<file path="src/design/pgc_pkg.sv">
// Package with the register map, gate bit positions and types of the block.
package pgc_pkg;

  // Register byte offsets on the Avalon-MM slave.
  localparam logic [11:0] ANALOG_OFS   = 12'h240;
  localparam logic [11:0] COMP_OFS     = 12'h250;
  localparam logic [11:0] CAPCMP_OFS   = 12'h260;
  localparam logic [11:0] TIMER_OFS    = 12'h270;
  localparam logic [11:0] SERIAL_OFS   = 12'h280;
  localparam logic [11:0] MISC_OFS     = 12'h290;
  localparam logic [11:0] LOCK_OFS     = 12'h2A0;
  localparam logic [11:0] KEY_OFS      = 12'h2B0;
  localparam logic [11:0] GATE_SPAN    = 12'h060;
  localparam int          NUM_GATE_REG = 6;

  // Alias selectors held in address bits 3:2.
  localparam logic [1:0] ALIAS_RW  = 2'h0;
  localparam logic [1:0] ALIAS_CLR = 2'h1;
  localparam logic [1:0] ALIAS_SET = 2'h2;
  localparam logic [1:0] ALIAS_INV = 2'h3;

  // Analog gate register fields.
  localparam int ADC_GATE_BIT        = 0;
  localparam int CHARGE_TIME_BIT     = 8;
  localparam int CMP_VREF_BIT        = 12;
  localparam int VOLT_DETECT_BIT     = 20;
  // Comparator gate register fields, three units from this bit up.
  localparam int COMPARATOR1_BIT     = 0;
  localparam int NUM_COMPARATOR      = 3;
  // Capture and compare fields, five units each.
  localparam int CAPTURE1_BIT        = 0;
  localparam int COMPARE1_BIT        = 16;
  localparam int NUM_CAPCMP          = 5;
  // Timer fields, five timers.
  localparam int TIMER1_BIT          = 0;
  localparam int NUM_TIMER           = 5;
  // Serial gate register fields.
  localparam int UART1_BIT           = 0;
  localparam int SPI1_BIT            = 8;
  localparam int I2C_FIRST_BIT       = 16;
  localparam int USB_GATE_BIT        = 24;
  // Miscellaneous gate register fields.
  localparam int CALENDAR_BIT        = 0;
  localparam int REFCLK_OUT_BIT      = 1;
  localparam int PARALLEL_PORT_BIT   = 16;

  // Implemented bit masks; everything else reads as zero.
  localparam logic [31:0] ANALOG_MASK = (32'h1 << ADC_GATE_BIT)
    | (32'h1 << CHARGE_TIME_BIT) | (32'h1 << CMP_VREF_BIT)
    | (32'h1 << VOLT_DETECT_BIT);
  localparam logic [31:0] COMP_MASK   = 32'h7 << COMPARATOR1_BIT;
  localparam logic [31:0] CAPCMP_MASK = (32'h1F << CAPTURE1_BIT)
    | (32'h1F << COMPARE1_BIT);
  localparam logic [31:0] TIMER_MASK  = 32'h1F << TIMER1_BIT;
  localparam logic [31:0] SERIAL_MASK = (32'h3 << UART1_BIT)
    | (32'h3 << SPI1_BIT) | (32'h3 << I2C_FIRST_BIT)
    | (32'h1 << USB_GATE_BIT);
  localparam logic [31:0] MISC_MASK   = (32'h1 << CALENDAR_BIT)
    | (32'h1 << REFCLK_OUT_BIT) | (32'h1 << PARALLEL_PORT_BIT);

  // Reset value of every gate register: all peripherals clocked.
  localparam logic [31:0] GATE_RST    = 32'h0000_0000;

  // Lock register fields.
  localparam int LOCK_BIT    = 0;
  localparam int ONE_WAY_BIT = 1;

  // Unlock key pair, values arbitrary.
  localparam logic [31:0] UNLOCK_KEY1 = 32'hAA99_6655;
  localparam logic [31:0] UNLOCK_KEY2 = 32'h5566_99AA;

  // Strap settle count after reset release.
  localparam logic [1:0] STRAP_SETTLE = 2'h3;

  // One bit per gate position, grouped by register; bit 1 means gated.
  typedef struct packed {
    logic [31:0] misc;
    logic [31:0] serial;
    logic [31:0] timer;
    logic [31:0] capcmp;
    logic [31:0] comp;
    logic [31:0] analog;
  } pgc_gates_t;

  // Avalon-MM request from the system bus.
  typedef struct packed {
    logic [11:0] address;
    logic        read;
    logic        write;
    logic [31:0] writedata;
    logic [3:0]  byteenable;
  } pgc_avm_req_t;

endpackage

</file>
<file path="src/design/pgc_gate_cell.sv">
// Per-peripheral clock enable and register access gating.
`timescale 1ns/1ps
module pgc_gate_cell import pgc_pkg::*; #(
  parameter int W = 192
) (
  // Clock and reset.
  input  wire logic         clk_in,
  input  wire logic         rstn_in,
  // Gate bits from the register file.
  input  wire logic [W-1:0] gate_in,
  // Clock enable sources and register strobes of each peripheral.
  input  wire logic [W-1:0] tick_in,
  input  wire logic [W-1:0] wr_in,
  input  wire logic [W-1:0] rd_in,
  // Gated enables and strobes towards each peripheral.
  output logic [W-1:0]      clk_en_out,
  output logic [W-1:0]      wr_en_out,
  output logic [W-1:0]      rd_valid_out
);

  typedef struct packed {
    logic [W-1:0] gate;
  } pgc_cell_state_t;

  pgc_cell_state_t st;
  pgc_cell_state_t next_st;

  // Registered copy of the gate bits.
  always_comb begin
    next_st      = st;
    next_st.gate = gate_in;
  end

  always_ff @(posedge clk_in or negedge rstn_in) begin
    if (!rstn_in) begin
      st.gate <= '0;
    end else begin
      st <= next_st;
    end
  end

  // gated peripherals lose every clock enable, cleared ones regain it.
  assign clk_en_out   = tick_in & ~st.gate;
  // writes to a gated peripheral are dropped and reads flagged invalid.
  assign wr_en_out    = wr_in & ~st.gate;
  assign rd_valid_out = rd_in & ~st.gate;

  property p_gate_stop;
    @(posedge clk_in) disable iff (!rstn_in)
      (gate_in != '0) |=> ((clk_en_out & $past(gate_in)) == '0);
  endproperty
  a_gate_stop: assert property (p_gate_stop)
    else $error("Gated peripheral still receives a clock enable.");

  property p_write_blocked;
    @(posedge clk_in) disable iff (!rstn_in)
      ##1 (wr_en_out == (wr_in & ~$past(gate_in)))
          && (rd_valid_out == (rd_in & ~$past(gate_in)));
  endproperty
  a_write_blocked: assert property (p_write_blocked)
    else $error("Access reached a gated peripheral.");

  property p_ungate;
    @(posedge clk_in) disable iff (!rstn_in)
      (gate_in == '0) ##1 (gate_in == '0) |-> (clk_en_out == tick_in);
  endproperty
  a_ungate: assert property (p_ungate)
    else $error("Ungated peripheral lost its clock enable.");

endmodule

</file>
<file path="src/design/pgc_gate_ctrl.sv">
// Peripheral clock gate register file with Avalon-MM slave and lock.
//
// The address map and the Avalon-MM register port were chosen for this implementation.
`timescale 1ns/1ps
module pgc_gate_ctrl import pgc_pkg::*; #(
  parameter logic [31:0] ANALOG_PRESENT = ANALOG_MASK,
  parameter logic [31:0] COMP_PRESENT   = COMP_MASK,
  parameter logic [31:0] CAPCMP_PRESENT = CAPCMP_MASK,
  parameter logic [31:0] TIMER_PRESENT  = TIMER_MASK,
  parameter logic [31:0] SERIAL_PRESENT = SERIAL_MASK,
  parameter logic [31:0] MISC_PRESENT   = MISC_MASK
) (
  // Clock and reset.
  input  wire logic         clk_in,
  input  wire logic         rstn_in,
  // Avalon-MM slave.
  input  wire logic [11:0]  avs_address_in,
  input  wire logic         avs_read_in,
  input  wire logic         avs_write_in,
  input  wire logic [31:0]  avs_writedata_in,
  input  wire logic [3:0]   avs_byteenable_in,
  output logic [31:0]       avs_readdata_out,
  output logic              avs_waitrequest_out,
  // One-way lock strap pin.
  input  wire logic         gate_lock_one_way_in,
  // Peripheral side enables and strobes.
  input  wire pgc_gates_t   periph_tick_in,
  input  wire pgc_gates_t   periph_wr_in,
  input  wire pgc_gates_t   periph_rd_in,
  output pgc_gates_t        periph_clk_en_out,
  output pgc_gates_t        periph_wr_en_out,
  output pgc_gates_t        periph_rd_valid_out,
  // Status towards the system.
  output pgc_gates_t        gates_out,
  output logic              gate_write_lock_out
);

  localparam logic [NUM_GATE_REG-1:0][31:0] PRESENT = {MISC_PRESENT,
    SERIAL_PRESENT, TIMER_PRESENT, CAPCMP_PRESENT, COMP_PRESENT,
    ANALOG_PRESENT};

  typedef struct packed {
    logic [NUM_GATE_REG-1:0][31:0] gates;
    logic                          lock;
    logic                          one_way;
    logic                          strap_done;
    logic [2:0]                    strap_sync;
    logic [1:0]                    settle;
    logic [1:0]                    key_stage;
    logic                          ack;
    logic [31:0]                   rdata;
  } pgc_state_t;

  pgc_state_t   st;
  pgc_state_t   next_st;
  pgc_avm_req_t req;
  logic         gate_hit;
  logic [2:0]   gate_idx;
  logic [1:0]   alias_op;
  logic [31:0]  be_mask;
  logic         do_write;
  logic [31:0]  cur_word;
  logic [31:0]  lock_word;

  // True when the address falls inside the gate register window.
  function automatic logic in_gate_window(input logic [11:0] addr);
    return (addr >= ANALOG_OFS) && (addr < (ANALOG_OFS + GATE_SPAN));
  endfunction

  // Register index of a gate register address.
  function automatic logic [2:0] gate_index(input logic [11:0] addr);
    logic [11:0] rel;
    rel = addr - ANALOG_OFS;
    return rel[6:4];
  endfunction

  // Applies a plain, clear, set or invert write to a register word.
  function automatic logic [31:0] alias_apply(
    input logic [31:0] old,
    input logic [31:0] wdata,
    input logic [31:0] bmask,
    input logic [1:0]  op
  );
    logic [31:0] res;
    res = old;
    case (op)
      ALIAS_RW:  res = (old & ~bmask) | (wdata & bmask);
      ALIAS_CLR: res = old & ~(wdata & bmask);
      ALIAS_SET: res = old | (wdata & bmask);
      ALIAS_INV: res = old ^ (wdata & bmask);
      default:   res = old;
    endcase
    return res;
  endfunction

  // Gather the bus request and decode it.
  always_comb begin
    req.address    = avs_address_in;
    req.read       = avs_read_in;
    req.write      = avs_write_in;
    req.writedata  = avs_writedata_in;
    req.byteenable = avs_byteenable_in;
    gate_hit       = in_gate_window(req.address)
                     && (gate_index(req.address) < 3'(NUM_GATE_REG));
    gate_idx       = gate_index(req.address);
    alias_op       = req.address[3:2];
    be_mask        = {{8{req.byteenable[3]}}, {8{req.byteenable[2]}},
                      {8{req.byteenable[1]}}, {8{req.byteenable[0]}}};
    do_write       = req.write && st.ack;
    cur_word       = gate_hit ? st.gates[gate_idx] : 32'h0000_0000;
    lock_word      = alias_apply({31'h0, st.lock}, req.writedata,
                                 32'h0000_0001 << LOCK_BIT, alias_op);
  end

  // One wait cycle, then the access completes.
  assign avs_waitrequest_out = (req.read || req.write) && !st.ack;
  assign avs_readdata_out    = st.rdata;

  // Next state of the register file, lock and bus handshake.
  always_comb begin
    next_st            = st;
    next_st.strap_sync = {st.strap_sync[1:0], gate_lock_one_way_in};
    // Strap is caught once after reset, when the synchroniser agrees.
    if (!st.strap_done) begin
      if (st.settle != STRAP_SETTLE) begin
        next_st.settle = st.settle + 2'h1;
      end else if (st.strap_sync[1] == st.strap_sync[2]) begin
        next_st.one_way    = st.strap_sync[2];
        next_st.strap_done = 1'b1;
      end
    end
    // Acknowledge strobe toggles so every request waits exactly once.
    next_st.ack = (req.read || req.write) && !st.ack;
    // Read data is captured on the first cycle and stands at completion.
    if (req.read && !st.ack) begin
      if (gate_hit) begin
        next_st.rdata = cur_word;
      end else if ((req.address & ~12'h00C) == LOCK_OFS) begin
        next_st.rdata = 32'h0000_0000;
        next_st.rdata[LOCK_BIT]    = st.lock;
        next_st.rdata[ONE_WAY_BIT] = st.one_way;
      end else begin
        next_st.rdata = 32'h0000_0000;
      end
    end
    if (do_write) begin
      if (gate_hit) begin
        // a locked register accepts the write but keeps its value.
        if (!st.lock) begin
          // aliases clear, set or toggle the written ones.
          // only implemented, present bits ever take a value.
          // bit positions fixed by the present masks.
          next_st.gates[gate_idx] = alias_apply(st.gates[gate_idx],
            req.writedata, be_mask, alias_op) & PRESENT[gate_idx];
        end
      end else if (req.address == KEY_OFS) begin
        // Unlock key pair arms exactly one lock register write.
        if (st.key_stage == 2'h0 && req.writedata == UNLOCK_KEY1) begin
          next_st.key_stage = 2'h1;
        end else if (st.key_stage == 2'h1
                     && req.writedata == UNLOCK_KEY2) begin
          next_st.key_stage = 2'h2;
        end else begin
          next_st.key_stage = 2'h0;
        end
      end else if ((req.address & ~12'h00C) == LOCK_OFS) begin
        next_st.key_stage = 2'h0;
        if (st.key_stage == 2'h2 && req.byteenable[0]) begin
          // with the one-way strap a set lock cannot be cleared.
          next_st.lock = lock_word[LOCK_BIT] | (st.lock && st.one_way);
        end
      end else begin
        next_st.key_stage = 2'h0;
      end
    end
  end

  // State register.
  always_ff @(posedge clk_in or negedge rstn_in) begin
    if (!rstn_in) begin
      // every gate starts cleared so all peripherals run.
      st.gates      <= {NUM_GATE_REG{GATE_RST}};
      st.lock       <= 1'b0;
      st.one_way    <= 1'b0;
      st.strap_done <= 1'b0;
      st.strap_sync <= 3'h0;
      st.settle     <= 2'h0;
      st.key_stage  <= 2'h0;
      st.ack        <= 1'b0;
      st.rdata      <= 32'h0000_0000;
    end else begin
      st <= next_st;
    end
  end

  // Status outputs taken straight from the state register.
  assign gates_out           = pgc_gates_t'(st.gates);
  assign gate_write_lock_out = st.lock;

  // gate bits drive the per-peripheral enables and strobes.
  pgc_gate_cell #(
    .W (32 * NUM_GATE_REG)
  ) u_cell (
    .clk_in       (clk_in),
    .rstn_in      (rstn_in),
    .gate_in      (st.gates),
    .tick_in      (periph_tick_in),
    .wr_in        (periph_wr_in),
    .rd_in        (periph_rd_in),
    .clk_en_out   (periph_clk_en_out),
    .wr_en_out    (periph_wr_en_out),
    .rd_valid_out (periph_rd_valid_out)
  );

  property p_unimpl_zero;
    @(posedge clk_in) disable iff (!rstn_in)
      (st.gates & ~PRESENT) == '0;
  endproperty
  a_unimpl_zero: assert property (p_unimpl_zero)
    else $error("Unimplemented gate bit holds a one.");

  property p_locked_stable;
    @(posedge clk_in) disable iff (!rstn_in)
      (do_write && gate_hit && st.lock) |=> $stable(st.gates);
  endproperty
  a_locked_stable: assert property (p_locked_stable)
    else $error("Locked gate register changed on a write.");

  property p_one_way_hold;
    @(posedge clk_in) disable iff (!rstn_in)
      (st.lock && st.one_way) |=> st.lock [*3];
  endproperty
  a_one_way_hold: assert property (p_one_way_hold)
    else $error("One-way lock was released.");

  property p_set_alias;
    @(posedge clk_in) disable iff (!rstn_in)
      (do_write && gate_hit && !st.lock && alias_op == ALIAS_SET
       && req.byteenable == 4'hF)
      |=> ((st.gates[$past(gate_idx)] & $past(req.writedata)
            & PRESENT[$past(gate_idx)])
           == ($past(req.writedata) & PRESENT[$past(gate_idx)]));
  endproperty
  a_set_alias: assert property (p_set_alias)
    else $error("Set alias did not set the written bits.");

  property p_clr_alias;
    @(posedge clk_in) disable iff (!rstn_in)
      (do_write && gate_hit && !st.lock && alias_op == ALIAS_CLR
       && req.byteenable == 4'hF)
      |=> ((st.gates[$past(gate_idx)] & $past(req.writedata)) == '0);
  endproperty
  a_clr_alias: assert property (p_clr_alias)
    else $error("Clear alias left a written bit set.");

  property p_usb_pos;
    @(posedge clk_in) disable iff (!rstn_in)
      (do_write && req.address == SERIAL_OFS && !st.lock
       && req.byteenable == 4'hF)
      |=> (gates_out.serial[USB_GATE_BIT]
           == ($past(req.writedata[USB_GATE_BIT])
               && SERIAL_PRESENT[USB_GATE_BIT]));
  endproperty
  a_usb_pos: assert property (p_usb_pos)
    else $error("Serial gate USB bit not at its position.");

  property p_adc_clock;
    @(posedge clk_in) disable iff (!rstn_in)
      gates_out.analog[ADC_GATE_BIT]
      ##1 gates_out.analog[ADC_GATE_BIT]
      |-> !periph_clk_en_out.analog[ADC_GATE_BIT];
  endproperty
  a_adc_clock: assert property (p_adc_clock)
    else $error("ADC clock runs while its gate is set.");

  property p_wait_once;
    @(posedge clk_in) disable iff (!rstn_in)
      ((avs_read_in || avs_write_in) && avs_waitrequest_out)
      |=> !avs_waitrequest_out;
  endproperty
  a_wait_once: assert property (p_wait_once)
    else $error("Bus access waited more than one cycle.");

  // Plain full-width writes keep only the implemented bits.
  property p_plain_write;
    @(posedge clk_in) disable iff (!rstn_in)
      (do_write && gate_hit && !st.lock && alias_op == ALIAS_RW
       && req.byteenable == 4'hF)
      |=> (st.gates[$past(gate_idx)]
           == ($past(req.writedata) & PRESENT[$past(gate_idx)]));
  endproperty
  a_plain_write: assert property (p_plain_write)
    else $error("Plain gate write did not store the written bits.");

  // Invert writes toggle exactly the written, implemented bits.
  property p_inv_alias;
    @(posedge clk_in) disable iff (!rstn_in)
      (do_write && gate_hit && !st.lock && alias_op == ALIAS_INV
       && req.byteenable == 4'hF)
      |=> (st.gates[$past(gate_idx)]
           == ($past(cur_word) ^ ($past(req.writedata)
               & PRESENT[$past(gate_idx)])));
  endproperty
  a_inv_alias: assert property (p_inv_alias)
    else $error("Invert alias did not toggle the written bits.");

  // The strap is caught once and then stays put until reset.
  property p_strap_once;
    @(posedge clk_in) disable iff (!rstn_in)
      st.strap_done |=> (st.strap_done && $stable(st.one_way));
  endproperty
  a_strap_once: assert property (p_strap_once)
    else $error("One-way strap changed after it was caught.");

  // A lock write without the armed key pair leaves the lock alone.
  property p_unarmed_lock;
    @(posedge clk_in) disable iff (!rstn_in)
      (do_write && (req.address & ~12'h00C) == LOCK_OFS
       && st.key_stage != 2'h2) |=> $stable(st.lock);
  endproperty
  a_unarmed_lock: assert property (p_unarmed_lock)
    else $error("Lock bit changed without the unlock key pair.");

  // Read data captured for a request stands until the next read.
  property p_rdata_stands;
    @(posedge clk_in) disable iff (!rstn_in)
      !(avs_read_in && !st.ack) |=> $stable(avs_readdata_out);
  endproperty
  a_rdata_stands: assert property (p_rdata_stands)
    else $error("Read data changed without a new read request.");

endmodule

</file>
<file path="config.mk">
export PLATFORM = sky130hd
export DESIGN_NAME = pgc_gate_ctrl
export DESIGN_NICKNAME = d
export VERILOG_FILES = /design/src/design/pgc_pkg.sv /design/src/design/pgc_gate_cell.sv /design/src/design/pgc_gate_ctrl.sv
export SDC_FILE = /design/constraint.sdc
export NUM_CORES = 1
export LEC_CHECK = 0
export BUFFER_PORTS_ARGS = -buffer_cell sky130_fd_sc_hd__buf_2
export CORE_AREA = 2 2 554 556
export DETAILED_ROUTE_END_ITERATION = 10
export DIE_AREA = 0 0 556 558
export GPL_TIMING_DRIVEN = 0
export SETUP_SLACK_MARGIN = 0.4
export SYNTH_ARGS = -nofsm -noshare
export SYNTH_HDL_FRONTEND = slang
export SYNTH_SLANG_ARGS = --single-unit
</file>
<file path="constraint.sdc">
create_clock -name clk_in -period 3.07 [get_ports clk_in]
set_clock_uncertainty 0.15 [all_clocks]
set_input_delay 0.1535 -clock clk_in [delete_from_list [all_inputs] [get_ports clk_in]]
set_output_delay 0.1535 -clock clk_in [all_outputs]
set_load 0.005 [all_outputs]
</file>
---- Word-level counts from Yosys, hierarchy flattened ----
Memory sizes are Yosys's and may differ from the RTL's.
Index checks and enable logic that the tools add are counted.
cells by class
  multiplexer cells ....................... 19
  $add $sub $neg .......................... 2
  bitwise logic cells ..................... 23
  equal/unequal tests ..................... 11
  reductions and logical operators ........ 19
  order comparisons ....................... 5
operators with widths
  operator                                                              number
  bitwise AND 192 bit                                                   3
  two-way mux 32 bit                                                    7
  bitwise mux 192 bit                                                   1
  inverter 192 bit                                                      1
  bitwise AND 32 bit                                                    4
  case mux 32 bit (4 select lines)                                      1
  binary-select mux 32 bit (select 3 bit)                               1
  demux 32 bit (select 3 bit)                                           1
  inverter 32 bit                                                       2
  bitwise OR 32 bit                                                     2
  == test 32 x 31 -> 1 bit (second input constant)                      1
  == test 32 bit (second input constant)                                1
  XOR 32 bit                                                            1
  == test 12 x 10 -> 1 bit (second input constant)                      1
  greater-or-equal comparator 12 x 10 -> 1 bit (second input constant)  1
  less-than comparator 12 x 10 -> 1 bit (second input constant)         1
  == test 10 x 8 -> 1 bit (second input constant)                       1
  logical AND 1 bit                                                     10
  two-way mux 2 bit                                                     4
  subtractor 7 bit (second input constant)                              1
  == test 2 bit (second input constant)                                 3
  inverter 1 bit                                                        6
  AND reduction 3 bit                                                   2
  AND reduction 5 bit                                                   1
  other kinds (16)                                                      22
storage, ports and cells
  word-level logic and storage cells ...... 95
  register bits ........................... 427
  input port bits ......................... 629
  memories ................................ 1
  bits in read-only memories .............. 256
memories
  memory            words  bits a word  rd ports  clocked after memory_dff  write ports  RTL line              source
  (name not given)  8      32           1         0                         0            pgc_gate_ctrl.sv:154  req.writedata, be_mask, alias_op) & PRESENT[gate_idx];

---- Depth between registers and ports, before layout ----
Gate-level depths: netlist (run 1).
  word-level depth ........................ 11
  gate-level depth with buffers ........... 12
  mapped depth without buffers ............ 9

---- Hierarchy ----
A second synthesis (run 1) with hierarchy kept.
unflattened totals
  cells, all modules ...................... 1555
  area total of the unflattened synthesis .. 17305.3 um^2
by module, submodules not included
  module         area an instance (um^2)  times used  cells an instance  sequential area each (um^2)
  pgc_gate_cell  9849.4                   1           768                4804.6
  pgc_gate_ctrl  7455.9                   1           787                2727.6

---- Least setup slack after synthesis (run 1) ----
No wires, ideal clock.
  path type ............................... register to register
  start ................................... register st, in the netlist gates_out[32]
  end ..................................... register st, in the netlist gates_out[128]
  data required time ...................... 2838 ps
  arrival ................................. 2472 ps
  buffers on the path ..................... 0
  path slack .............................. 366 ps
  period minus slack after synthesis ...... 2704 ps
  setup time .............................. 82 ps
  cell stages (with the launch flop) ...... 10
  cells stage by stage .................... dfrtp_1 > mux2_2 > a22o_1 > a222oi_1 > inv_1 > ha_1 > nand2b_1 > a31oi_1 > mux2i_1 > a31oi_1
on the way
  longest elaborated chain between the ends .. 10
  elaborated cells between the ends (all ways) .. 13
  those cells by class .................... 7 x mux; 6 x bitwise
RTL lines
  item                                        RTL line              source
  start, declared                             pgc_gate_ctrl.sv:54   pgc_state_t st;
  start signal, assigned                      pgc_gate_ctrl.sv:192  st <= next_st;
  binary-select mux 32 bit (select 3 bit) *   pgc_gate_ctrl.sv:153  next_st.gates[gate_idx] = alias_apply(st.gates[gate_idx],
  two-way mux 32 bit (not written as such) *  pgc_gate_ctrl.sv:153
  bitwise AND 32 bit                          pgc_gate_ctrl.sv:87   ALIAS_RW: res = (old & ~bmask) | (wdata & bmask);
  bitwise OR 32 bit                           pgc_gate_ctrl.sv:87
  case mux 32 bit (4 select lines) *          pgc_gate_ctrl.sv:86   case (op)
  two-way mux 32 bit *                        pgc_gate_ctrl.sv:149  if (!st.lock) begin
  two-way mux 32 bit *                        pgc_gate_ctrl.sv:147  if (gate_hit) begin
  two-way mux 32 bit *                        pgc_gate_ctrl.sv:146  if (do_write) begin
  bitwise AND 32 bit *                        pgc_gate_ctrl.sv:154
  bitwise mux 192 bit *                       pgc_gate_ctrl.sv:153
Mark *: on every way between the ends. The rest lies on a longest branch, timed or not. The select of a mux whose other input is x is not followed.
A chain may end at the register's enable or synchronous reset.

---- Final worst setup path (run 1) ----
  start ................................... register st, in the netlist gates_out[20]
  end ..................................... register st, in the netlist gates_out[20]
on the way
  longest elaborated chain between the ends .. 10
  elaborated cells between the ends (all ways) .. 13
  those cells by class .................... 7 x mux; 6 x bitwise
RTL lines
  item                                      RTL line
  binary-select mux 32 bit (select 3 bit)   pgc_gate_ctrl.sv:153
  two-way mux 32 bit (not written as such)  pgc_gate_ctrl.sv:153
  bitwise AND 32 bit                        pgc_gate_ctrl.sv:87
  bitwise OR 32 bit                         pgc_gate_ctrl.sv:87
  case mux 32 bit (4 select lines)          pgc_gate_ctrl.sv:86
  two-way mux 32 bit                        pgc_gate_ctrl.sv:149
  two-way mux 32 bit                        pgc_gate_ctrl.sv:147
  two-way mux 32 bit                        pgc_gate_ctrl.sv:146
  bitwise AND 32 bit                        pgc_gate_ctrl.sv:154
  bitwise mux 192 bit *                     pgc_gate_ctrl.sv:153
Marks and branches as above.

==> metrics.cfg, run 1 <==
[worst_setup_path]
r2r_end=gates_out[20]$_DFFE_PN0P_
end_kind=flop
startpoint_type=flop
timing.rr.start=gates_out[20]$_DFFE_PN0P_
required_ns=3.38
criticalPathCategory=reg2reg
r2r_setup_slack_ns=0.38
cp_max_fo=2
reg2reg_depth=9
critPathArrivalTime_ns=3.00

[synthesis]
yosysTopAreaCell=dfrtp_1
seq_area_frac_synth_pct=35.01
yosysWarnings=0
async_flop_share_pct=100.0
syn_inst=1465
ys_ff_latch=193
synth.most_common_cell=buf_4
synth_flop_cell=dfrtp_1
yosys.cell_types.count=63
synthTopCellsByArea=dfrtp_1, buf_4, nor2b_1, and2_1, mux2i_1
syn-cell-area_um2=13790
netlist.area_leader.share_pct=35.01
synth-edff-count=0
yosys-top-cells-count=buf_4, nor2b_1, dfrtp_1
syn_avg_cell_area_um2=9.415

[clock_tree]
cts_max_level=4
clock_sinks=193
root_buffer=clkbuf_16
numCtsBuffers=25
clk_pin_slew_ns=0.08
cts_tree=done
clockBufferDepth=3
worstSkewPairLatency_ns=0.58

[grt]
antenna_found_initial=226
met2_usage_pct=19.46
overflow=0
grtUsageMet1_pct=13.17
use_met3_pct=9.012
busiest_layer=met2
grt_max_degree=89
grt.total_usage_pct=12.37
grt_first_pass_wirelength_um=227100
grt_pass1_vias=14050

[route]
dr.pass1.iters=6
drc_errors=0
vias=15520
drt_iter0_markers=1015
wire_per_inst_um=29.91
postRouteWirelength_um=201200
final_antenna_net_count=0
viasPerCell=2.306

[cells_and_area]
fill_cells=35620
drive_gt1_share_pct=63.76
nets=3290
post-route-util_pct=8.475
area_growth_pct=87.12

[hold_path]
hold_path_end=gate_write_lock_out$_DFFE_PN0P_
min-delay-start=avs_address_in[0]
hold_depth=5
worstHoldPathType=in2reg

[floorplanning]
core_area_um2=304500
die_height_um=558
start_util_pct=4.529
fp.dieW_um=556
die_area_um2=310200
rows=203
ioPinCount=1431

[sta]
finalMaxSlewViolations=0
rsz0062_at_grt=true
fin_ws_ns=0.3797
final-hold-violation-count=0
tightest_slew_ns=1.113
setup_viol=0
fmax_mhz=371.7
period_share_pct=87.63
layout_min_cycle_time_ns=2.690
relSlewSlack_pct=25.82

[place]
gp_congestion=0.9213
portBuffers=976
dp_hpwl_um=186900
place_ws_ns=-0.6253

[power_and_ir_drop]
cellLeakagePower_nw=12.51
p_per_area_nw_per_um2=293.2
peakVddDrop_mv=0.1968

[flow_run]
max_cap_violations=0

[status]
status=completed

## state kept, by name, indices dropped and copies added, names as in the netlist
register	count
avs_readdata_out	14
next_st	2
u_cell.st	84
st	8
gates_out	84
gate_write_lock_out	1
## metrics by stage
stage | setup TNS [ns] | instance area, um2 | hold WS (ns) | power [mW] | cells
global placement | -555.08 | 24150 | 0.1141 | 4.627 | 6563
global route | 0 | 25640 | 0.02198 | 7.970 | 6662
finish | 0 | 25810 | 0.03008 | 7.568 | 6728
CTS | 0 | 25420 | 0.003956 | 7.776 | 6637
floorplan | 0 | 14270 | -0.2921 | 3.381 | 1590
detailed placement | -9.377 | 24220 | -0.09443 | 4.634 | 6566
## metal layers
metal  wire length (um)  share of wire, %  up-vias
met5                851              0.42        -
met4               5427               2.7      134
met3              34450                17      380
met2              88900                44     1345
met1              71610                36     7077
li1                   -                 -     6582
## critical path, cell delays in order, from the launching register on
cell	delay, ns
dfrtp_2	0.50
mux2_2	0.30
a22oi_2	0.44
o221a_4	0.32
inv_1	0.04
ha_1	0.27
nand2b_1	0.18
a31oi_2	0.22
mux2i_1	0.08
o21ai_0	0.08
## report_power, final
part           internal [mW]  switching, mW  total (mW)
clock network           1.55           1.45        2.99
logic                  0.928           1.10        2.03
registers               2.54        0.00452        2.55
total                   5.02           2.55        7.57
## kinds of logic after synthesis
| family | Yosys count | share of synthesized area (%) |
|---|---|---|
| AO/OA/AOI/OAI | 131 | 6.504 |
| XOR/XNOR | 2 | 0.1270 |
| adder cells (fa/ha/maj) | 17 | 1.542 |
| buffers and inverters | 603 | 32.02 |
| flip-flops | 193 | 35.01 |
| multiplexers | 47 | 3.783 |
| other | 1 | 0.02719 |
| AND/OR/NAND/NOR | 471 | 20.98 |
## how the worst max path moves through the flow
| stage | startpoint | endpoint | slack, ns | cells past startpoint |
|---|---|---|---|---|
| 3_5_place_dp | avs_address_in[4] | gates_out[68]$_DFFE_PN0P_ | -0.63 | 12 |
| 3_3_place_gp | rstn_in | u_cell.st[120]$_DFF_PN0_ | -2.91 | 1 |
| 2_1_floorplan | gates_out[32]$_DFFE_PN0P_ | gates_out[128]$_DFFE_PN0P_ | 0.43 | 9 |
| 5_1_grt | gates_out[51]$_DFFE_PN0P_ | gates_out[83]$_DFFE_PN0P_ | 0.33 | 9 |
| 6_report | gates_out[20]$_DFFE_PN0P_ | gates_out[20]$_DFFE_PN0P_ | 0.38 | 9 |
| 4_1_cts | gates_out[51]$_DFFE_PN0P_ | gates_out[83]$_DFFE_PN0P_ | 0.30 | 9 |
## layout make-up
cell class | count | area [um2] | area share (%)
timing repair buffer | 1027 | 5368 | 20.80
multi-input combinational | 794 | 5279 | 20.45
tap | 3997 | 5001 | 19.38
sequential | 193 | 4847 | 18.78
buffer | 585 | 4354 | 16.87
clock buffer | 30 | 674.4 | 2.613
antenna | 82 | 205.2 | 0.7950
inverter | 18 | 67.56 | 0.2618
clock inverter | 2 | 13.76 | 0.05333
## timing repair
item                                   4_1_cts  5_1_grt
buffers inserted                            23        9
endpoints found under the hold margin      129        0
gates resized for setup                     37       28
pin swaps                                   16       26
setup endpoints to repair                   27       30
hold buffers                                16        0
## layout by cell type (no fill, tap or decap), drive strengths merged, types with 3 or more instances in the layout
cell type	Yosys	routed
nand4b	3	3
nor2b	259	259
dfrtp	193	193
buf	570	1582
nor3b	3	3
nor2	15	15
inv	18	18
conb	1	126
nor4bb	11	11
ha	17	17
o21ai	31	31
and2	53	53
o2bb2ai	7	7
a31oi	16	16
a22oi	7	7
a21o	3	3
nand2	65	65
and4	3	3
nand4	12	12
nand2b	23	23
o221ai	3	3
dlygate4sd3	0	15
a22o	11	11
a211oi	4	4
diode	0	82
mux2	18	18
a21oi	22	22
nor4b	10	10
o31ai	10	10
o221a	5	5
mux2i	27	27
a222oi	3	3
a311oi	3	3
clkbuf	14	44
(Power assumes the default switching activity.)
==> inputs of run 2 (changes only) <==
--- a/config.mk
+++ b/config.mk
@@ -6,9 +6,10 @@
 export NUM_CORES = 1
 export LEC_CHECK = 0
 export BUFFER_PORTS_ARGS = -buffer_cell sky130_fd_sc_hd__buf_2
-export CORE_AREA = 2 2 554 556
+export CORE_AREA = 2 2 563 565
+export CTS_BUF_LIST = sky130_fd_sc_hd__clkbuf_8
 export DETAILED_ROUTE_END_ITERATION = 10
-export DIE_AREA = 0 0 556 558
+export DIE_AREA = 0 0 565 567
 export GPL_TIMING_DRIVEN = 0
 export SETUP_SLACK_MARGIN = 0.4
 export SYNTH_ARGS = -nofsm -noshare
==> run 2 against run 1 <==
The flow now finishes with violations (negative hold slack). Sequential share of layout area hardly changed. Largest power group is now registers. Largest cell class unchanged. Via count is 1.2% lower. Sequential power hardly changed. Core utilization is 0.26 points lower. Hold slack worse by 0.045 ns.
==> metrics.cfg, run 2 (same netlist as run 1, synthesis figures left out) <==
[route]
viasPerCell=2.229
dr.pass1.iters=7
drc_errors=0
vias=15330
wire_per_inst_um=30.26
postRouteWirelength_um=208000
final_antenna_net_count=0
drt_iter0_markers=762

[power_and_ir_drop]
p_sw_share_pct=36.54
power_switching_mw=2.543
seqPwrFrac_pct=36.6
p_per_area_nw_per_um2=269.8
pwr-share-comb_pct=29.8
clkPwrFrac_pct=33.6
peakVddDrop_mv=0.2040
p_int_mw=4.417
cellLeakagePower_nw=12.48

[floorplanning]
start_util_pct=4.394
die_area_um2=320400
core_area_um2=313900
rows=206
fp.dieW_um=565
ioPinCount=1431
die_height_um=567

[clock_tree]
clockBufferDepth=3
numCtsBuffers=25
cts_max_level=4
worstSkewPairLatency_ns=0.68
clk_pin_slew_ns=0.12
cts_tree=done
clock_sinks=193
root_buffer=clkbuf_8

[grt]
antenna_found_initial=226
grt_first_pass_wirelength_um=235500
grt.total_usage_pct=12.43
grt_max_degree=105
overflow=0
grt_pass1_vias=14240

[worst_setup_path]
cp_max_fo=4
required_ns=3.45
startpoint_type=flop
r2r_setup_slack_ns=0.39
end_kind=flop
cp-startpoint=gates_out[184]$_DFFE_PN0P_
timing.rr.start=gates_out[184]$_DFFE_PN0P_
criticalPathCategory=reg2reg
critPathArrivalTime_ns=3.06

[cells_and_area]
final_common_cell=buf_2
final_cells=6874
area_growth_pct=87.05
drive_gt1_share_pct=63.62
nets=3302
mostFrequentLayoutCells=buf_2, buf_4, nor2b_1

[sta]
period_share_pct=87.29
fmax_mhz=373.2
finalMaxSlewViolations=0
fin_ws_ns=0.3903
rsz0062_at_grt=true
setup_viol=0
final-hold-violation-count=2
tightest_slew_ns=1.182
hold_slack_ns=-0.01531
layout_min_cycle_time_ns=2.680
relSlewSlack_pct=20.75

[place]
dp.cells=6729
portBuffers=976
place_ws_ns=-0.6497
gp_congestion=0.9295
dp_hpwl_um=193100

[status]
status=finished, violations left
failed_checks=negative hold slack

[hold_path]
worstHoldPathType=in2async

[flow_run]
max_cap_violations=0

run 2: worst max-delay path: stages (launching register included):
cell,delay [ns]
dfrtp_1,0.64
a22o_4,0.39
a222oi_1,0.25
buf_4,0.19
inv_1,0.04
ha_1,0.27
nand2b_1,0.16
a32oi_1,0.23
nand2_1,0.07
o21ai_0,0.18
run 2: worst paths after layout:
| check | cells past startpoint | to |
|---|---|---|
| worst max-delay path | 9 | gates_out[152]$_DFFE_PN0P_ |
| min in group clk_in | 5 | gates_out[145]$_DFFE_PN0P_ |
| worst min-delay path | 3 | u_cell.st[84]$_DFF_PN0_ |
| worst min register to register | 0 | next_st[39]$_DFF_PN0_ |
| max in group asynchronous | 4 | u_cell.st[112]$_DFF_PN0_ |
| worst max register to register | 9 | gates_out[152]$_DFFE_PN0P_ |
run 2: power groups by stage:
| stage | combinational [mW] | clock [mW] | sequential [mW] |
|---|---|---|---|
| 2_1_floorplan | 0.784 | 0 | 2.60 |
| 3_3_place_gp | 2.07 | 0 | 2.60 |
| 3_5_place_dp | 2.08 | 0 | 2.60 |
| 4_1_cts | 2.13 | 2.48 | 2.55 |
| 5_1_grt | 2.25 | 2.55 | 2.55 |
| 6_report | 2.08 | 2.34 | 2.55 |
run 2: repair_timing:
item,in CTS,in global routing
resized for setup,43,20
endpoints found under the hold margin,116,0
pin swaps,20,21
setup buffers,29,7
setup endpoints to repair,28,23
hold buffers,24,0
cloned,0,0
run 2: through the flow:
stage / TNS, ns / util [%] / cell area (um2) / total power [mW]
3_3_place_gp: -562.93 / 7.759 / 24360 / 4.668
3_5_place_dp: -10.02 / 7.784 / 24440 / 4.676
4_1_cts: 0 / 8.132 / 25530 / 7.154
5_1_grt: 0 / 8.185 / 25700 / 7.348
2_1_floorplan: 0 / - / 14270 / 3.381
6_report: 0 / 8.218 / 25800 / 6.960
run 2: area by class of cell:
cell class	instances	area [um2]
multi-input cells	794	5284
flip-flops and latches	193	4851
plain buffers	585	4350
diodes	53	132.6
clock buffers	29	399.1
fillers	36850	288100
clock inverters	3	42.54
inverters	18	67.56
well taps	4160	5205
repair buffers	1039	5468
run 2: routing by layer:
layer  track usage, %  wire length [um]  vias up
li1                 -                 -     6567
met1            13.34             76700     7005
met2            19.56             90530     1261
met3            8.676             33300      382
met4            3.222              6818      110
met5                0               689        -
==> inputs of run 3 (changes only) <==
--- a/config.mk
+++ b/config.mk
@@ -6,12 +6,12 @@
 export NUM_CORES = 1
 export LEC_CHECK = 0
 export BUFFER_PORTS_ARGS = -buffer_cell sky130_fd_sc_hd__buf_2
-export CORE_AREA = 2 2 563 565
+export CORE_AREA = 2 2 562 564
 export CTS_BUF_LIST = sky130_fd_sc_hd__clkbuf_8
+export CTS_CLUSTER_DIAMETER = 50
 export DETAILED_ROUTE_END_ITERATION = 10
-export DIE_AREA = 0 0 565 567
+export DIE_AREA = 0 0 564 566
 export GPL_TIMING_DRIVEN = 0
-export SETUP_SLACK_MARGIN = 0.4
 export SYNTH_ARGS = -nofsm -noshare
 export SYNTH_HDL_FRONTEND = slang
 export SYNTH_SLANG_ARGS = --single-unit
==> constraint.sdc (replaced) <==
create_clock -name clk_in -period 2.4 [get_ports clk_in]
set_clock_uncertainty 0.15 [all_clocks]
set_input_delay 0.12 -clock clk_in [delete_from_list [all_inputs] [get_ports clk_in]]
set_output_delay 0.12 -clock clk_in [all_outputs]
set_load 0.005 [all_outputs]
==> run 3 against run 2 <==
Count of clock-buffer cells in the layout shrank 2. First-iteration DRC count grew 17%. The run ends with negative hold slack, negative setup slack left. Die area shrank 0.35%. Sequential cell count is the same. Core utilization grew 0.13 points. Largest power group unchanged. Fmax is essentially flat. Sequential share of layout area shrank 0.22 points. Routed wire length grew 1.5%. Global-route usage grew 0.30 points. Setup slack lost 0.67 ns.
==> metrics.cfg, run 3 (same netlist as run 1, synthesis figures left out) <==
[status]
status=finished, violations left
failed_checks=negative hold slack, negative setup slack

[grt]
grt_first_pass_wirelength_um=240800
grt.total_usage_pct=12.73
antenna_found_initial=241
grt_max_degree=95
overflow=0
grt_pass1_vias=14540

[floorplanning]
die_area_um2=319200
rows=206
core_area_um2=313400
die_height_um=566
fp.dieW_um=564
start_util_pct=4.401
ioPinCount=1431

[route]
vias=15580
viasPerCell=2.251
postRouteWirelength_um=211200
wire_per_inst_um=30.52
drc_errors=0
final_antenna_net_count=0
drt_iter0_markers=893
dr.pass1.iters=5

[sta]
setup_viol=21
fin_ws_ns=-0.2809
hold_slack_ns=-0.02000
rsz0062_at_grt=true
relSlewSlack_pct=36.39
period_share_pct=111.7
fmax_mhz=373.0
layout_min_cycle_time_ns=2.681
final-hold-violation-count=4
finalMaxSlewViolations=0
tightest_slew_ns=0.9542

[power_and_ir_drop]
p_per_area_nw_per_um2=327.9
peakVddDrop_mv=0.3042
total_power_mw=8.585
cellLeakagePower_nw=12.60

[clock_tree]
numCtsBuffers=25
clockBufferDepth=3
worstSkewPairLatency_ns=0.67
cts_max_level=4
clock_sinks=193
root_buffer=clkbuf_8
clk_pin_slew_ns=0.19
cts_tree=done

[place]
dp_hpwl_um=196200
postPlaceCellArea_um2=24450
portBuffers=976
place_ws_ns=-1.288
gp_congestion=0.9057

[cells_and_area]
fin_area_um2=26180
nets=3325
area_growth_pct=89.80
fill_cells=36800
drive_gt1_share_pct=64.95
mostFrequentLayoutCells=buf_2, buf_4, nor2b_1
post-route-util_pct=8.353
final_common_cell=buf_2

[worst_setup_path]
criticalPathCategory=reg2reg
cp_max_fo=2
end_kind=flop
required_ns=2.78
startpoint_type=flop
critPathArrivalTime_ns=3.06

[flow_run]
max_cap_violations=0

[hold_path]
worstHoldPathType=in2reg

## run 3: cell count changes in the layout (fill, tap and decap cells not counted), moves of 5 or more
cell,delta
diode_2,+24
dfrtp_2,+14
buf_4,+13
dfrtp_1,-13
dlygate4sd3_1,+6
o21ai_0,-5
## run 3: timing repair
item                       CTS  global route
setup buffers               44             8
setup endpoints to repair   44            41
hold endpoints to repair   132             5
pin swaps                   40            26
hold buffers                30             1
gates resized for setup     92            19
## run 3: per-layer routing
layer | track usage [%] | up-vias | part of all wire (%)
met5 | 0 | - | 0.40
li1 | - | 6642 | -
met1 | 13.64 | 7142 | 36
met2 | 20.55 | 1298 | 45
met3 | 8.370 | 365 | 15
met4 | 3.063 | 130 | 2.7
## run 3: power by group
group          switching (mW)  internal [mW]
logic                    1.45           1.21
registers             0.00497           3.25
clock network            1.64           1.03
total                    3.09           5.50
## run 3: through the flow
step | TNS, ns | hold slack (ns) | std cells
floorplan | -0.9723 | -0.3256 | 1590
global placement | -696.25 | 0.08072 | 6726
detailed placement | -35.60 | -0.2001 | 6730
CTS | -3.883 | 0.0004337 | 6834
global route | -5.526 | 0.006512 | 6856
finish | -3.638 | -0.02000 | 6919
## run 3: final cells by class
cell class	count	area (um2)	share of cell area, %
well taps	4160	5205	19.88
plain buffers	585	4359	16.65
inverters	18	70.07	0.2676
diodes	77	192.7	0.7360
flip-flops and latches	193	4865	18.58
clock inverters	3	18.77	0.07169
repair buffers	1062	5678	21.69
clock buffers	27	371.6	1.419
multi-input cells	794	5420	20.70
## run 3: critical path, stage by stage (launching register included)
cell and delay, ns:
dfrtp_2 0.44, mux2_4 0.26, a22oi_2 0.40, o221a_4 0.30, inv_2 0.05, ha_4 0.20
nand2b_4 0.13, a311oi_2 0.32, mux2i_1 0.12, a31oi_1 0.16
## run 3: path summary, 6_finish.rpt
path | slack (ns) | cells past startpoint | startpoint | end
max | -0.28 | 9 | gates_out[36]$_DFFE_PN0P_ | gates_out[100]$_DFFE_PN0P_
min | -0.02 | 5 | avs_address_in[10] | gates_out[34]$_DFFE_PN0P_
max reg2reg | -0.28 | 9 | gates_out[36]$_DFFE_PN0P_ | gates_out[100]$_DFFE_PN0P_
min reg2reg | 0.20 | 0 | next_st[38]$_DFF_PN0_ | next_st[39]$_DFF_PN0_
max in group asynchronous | 1.03 | 4 | rstn_in | gates_out[51]$_DFFE_PN0P_
min in group asynchronous | -0.01 | 3 | rstn_in | u_cell.st[137]$_DFF_PN0_
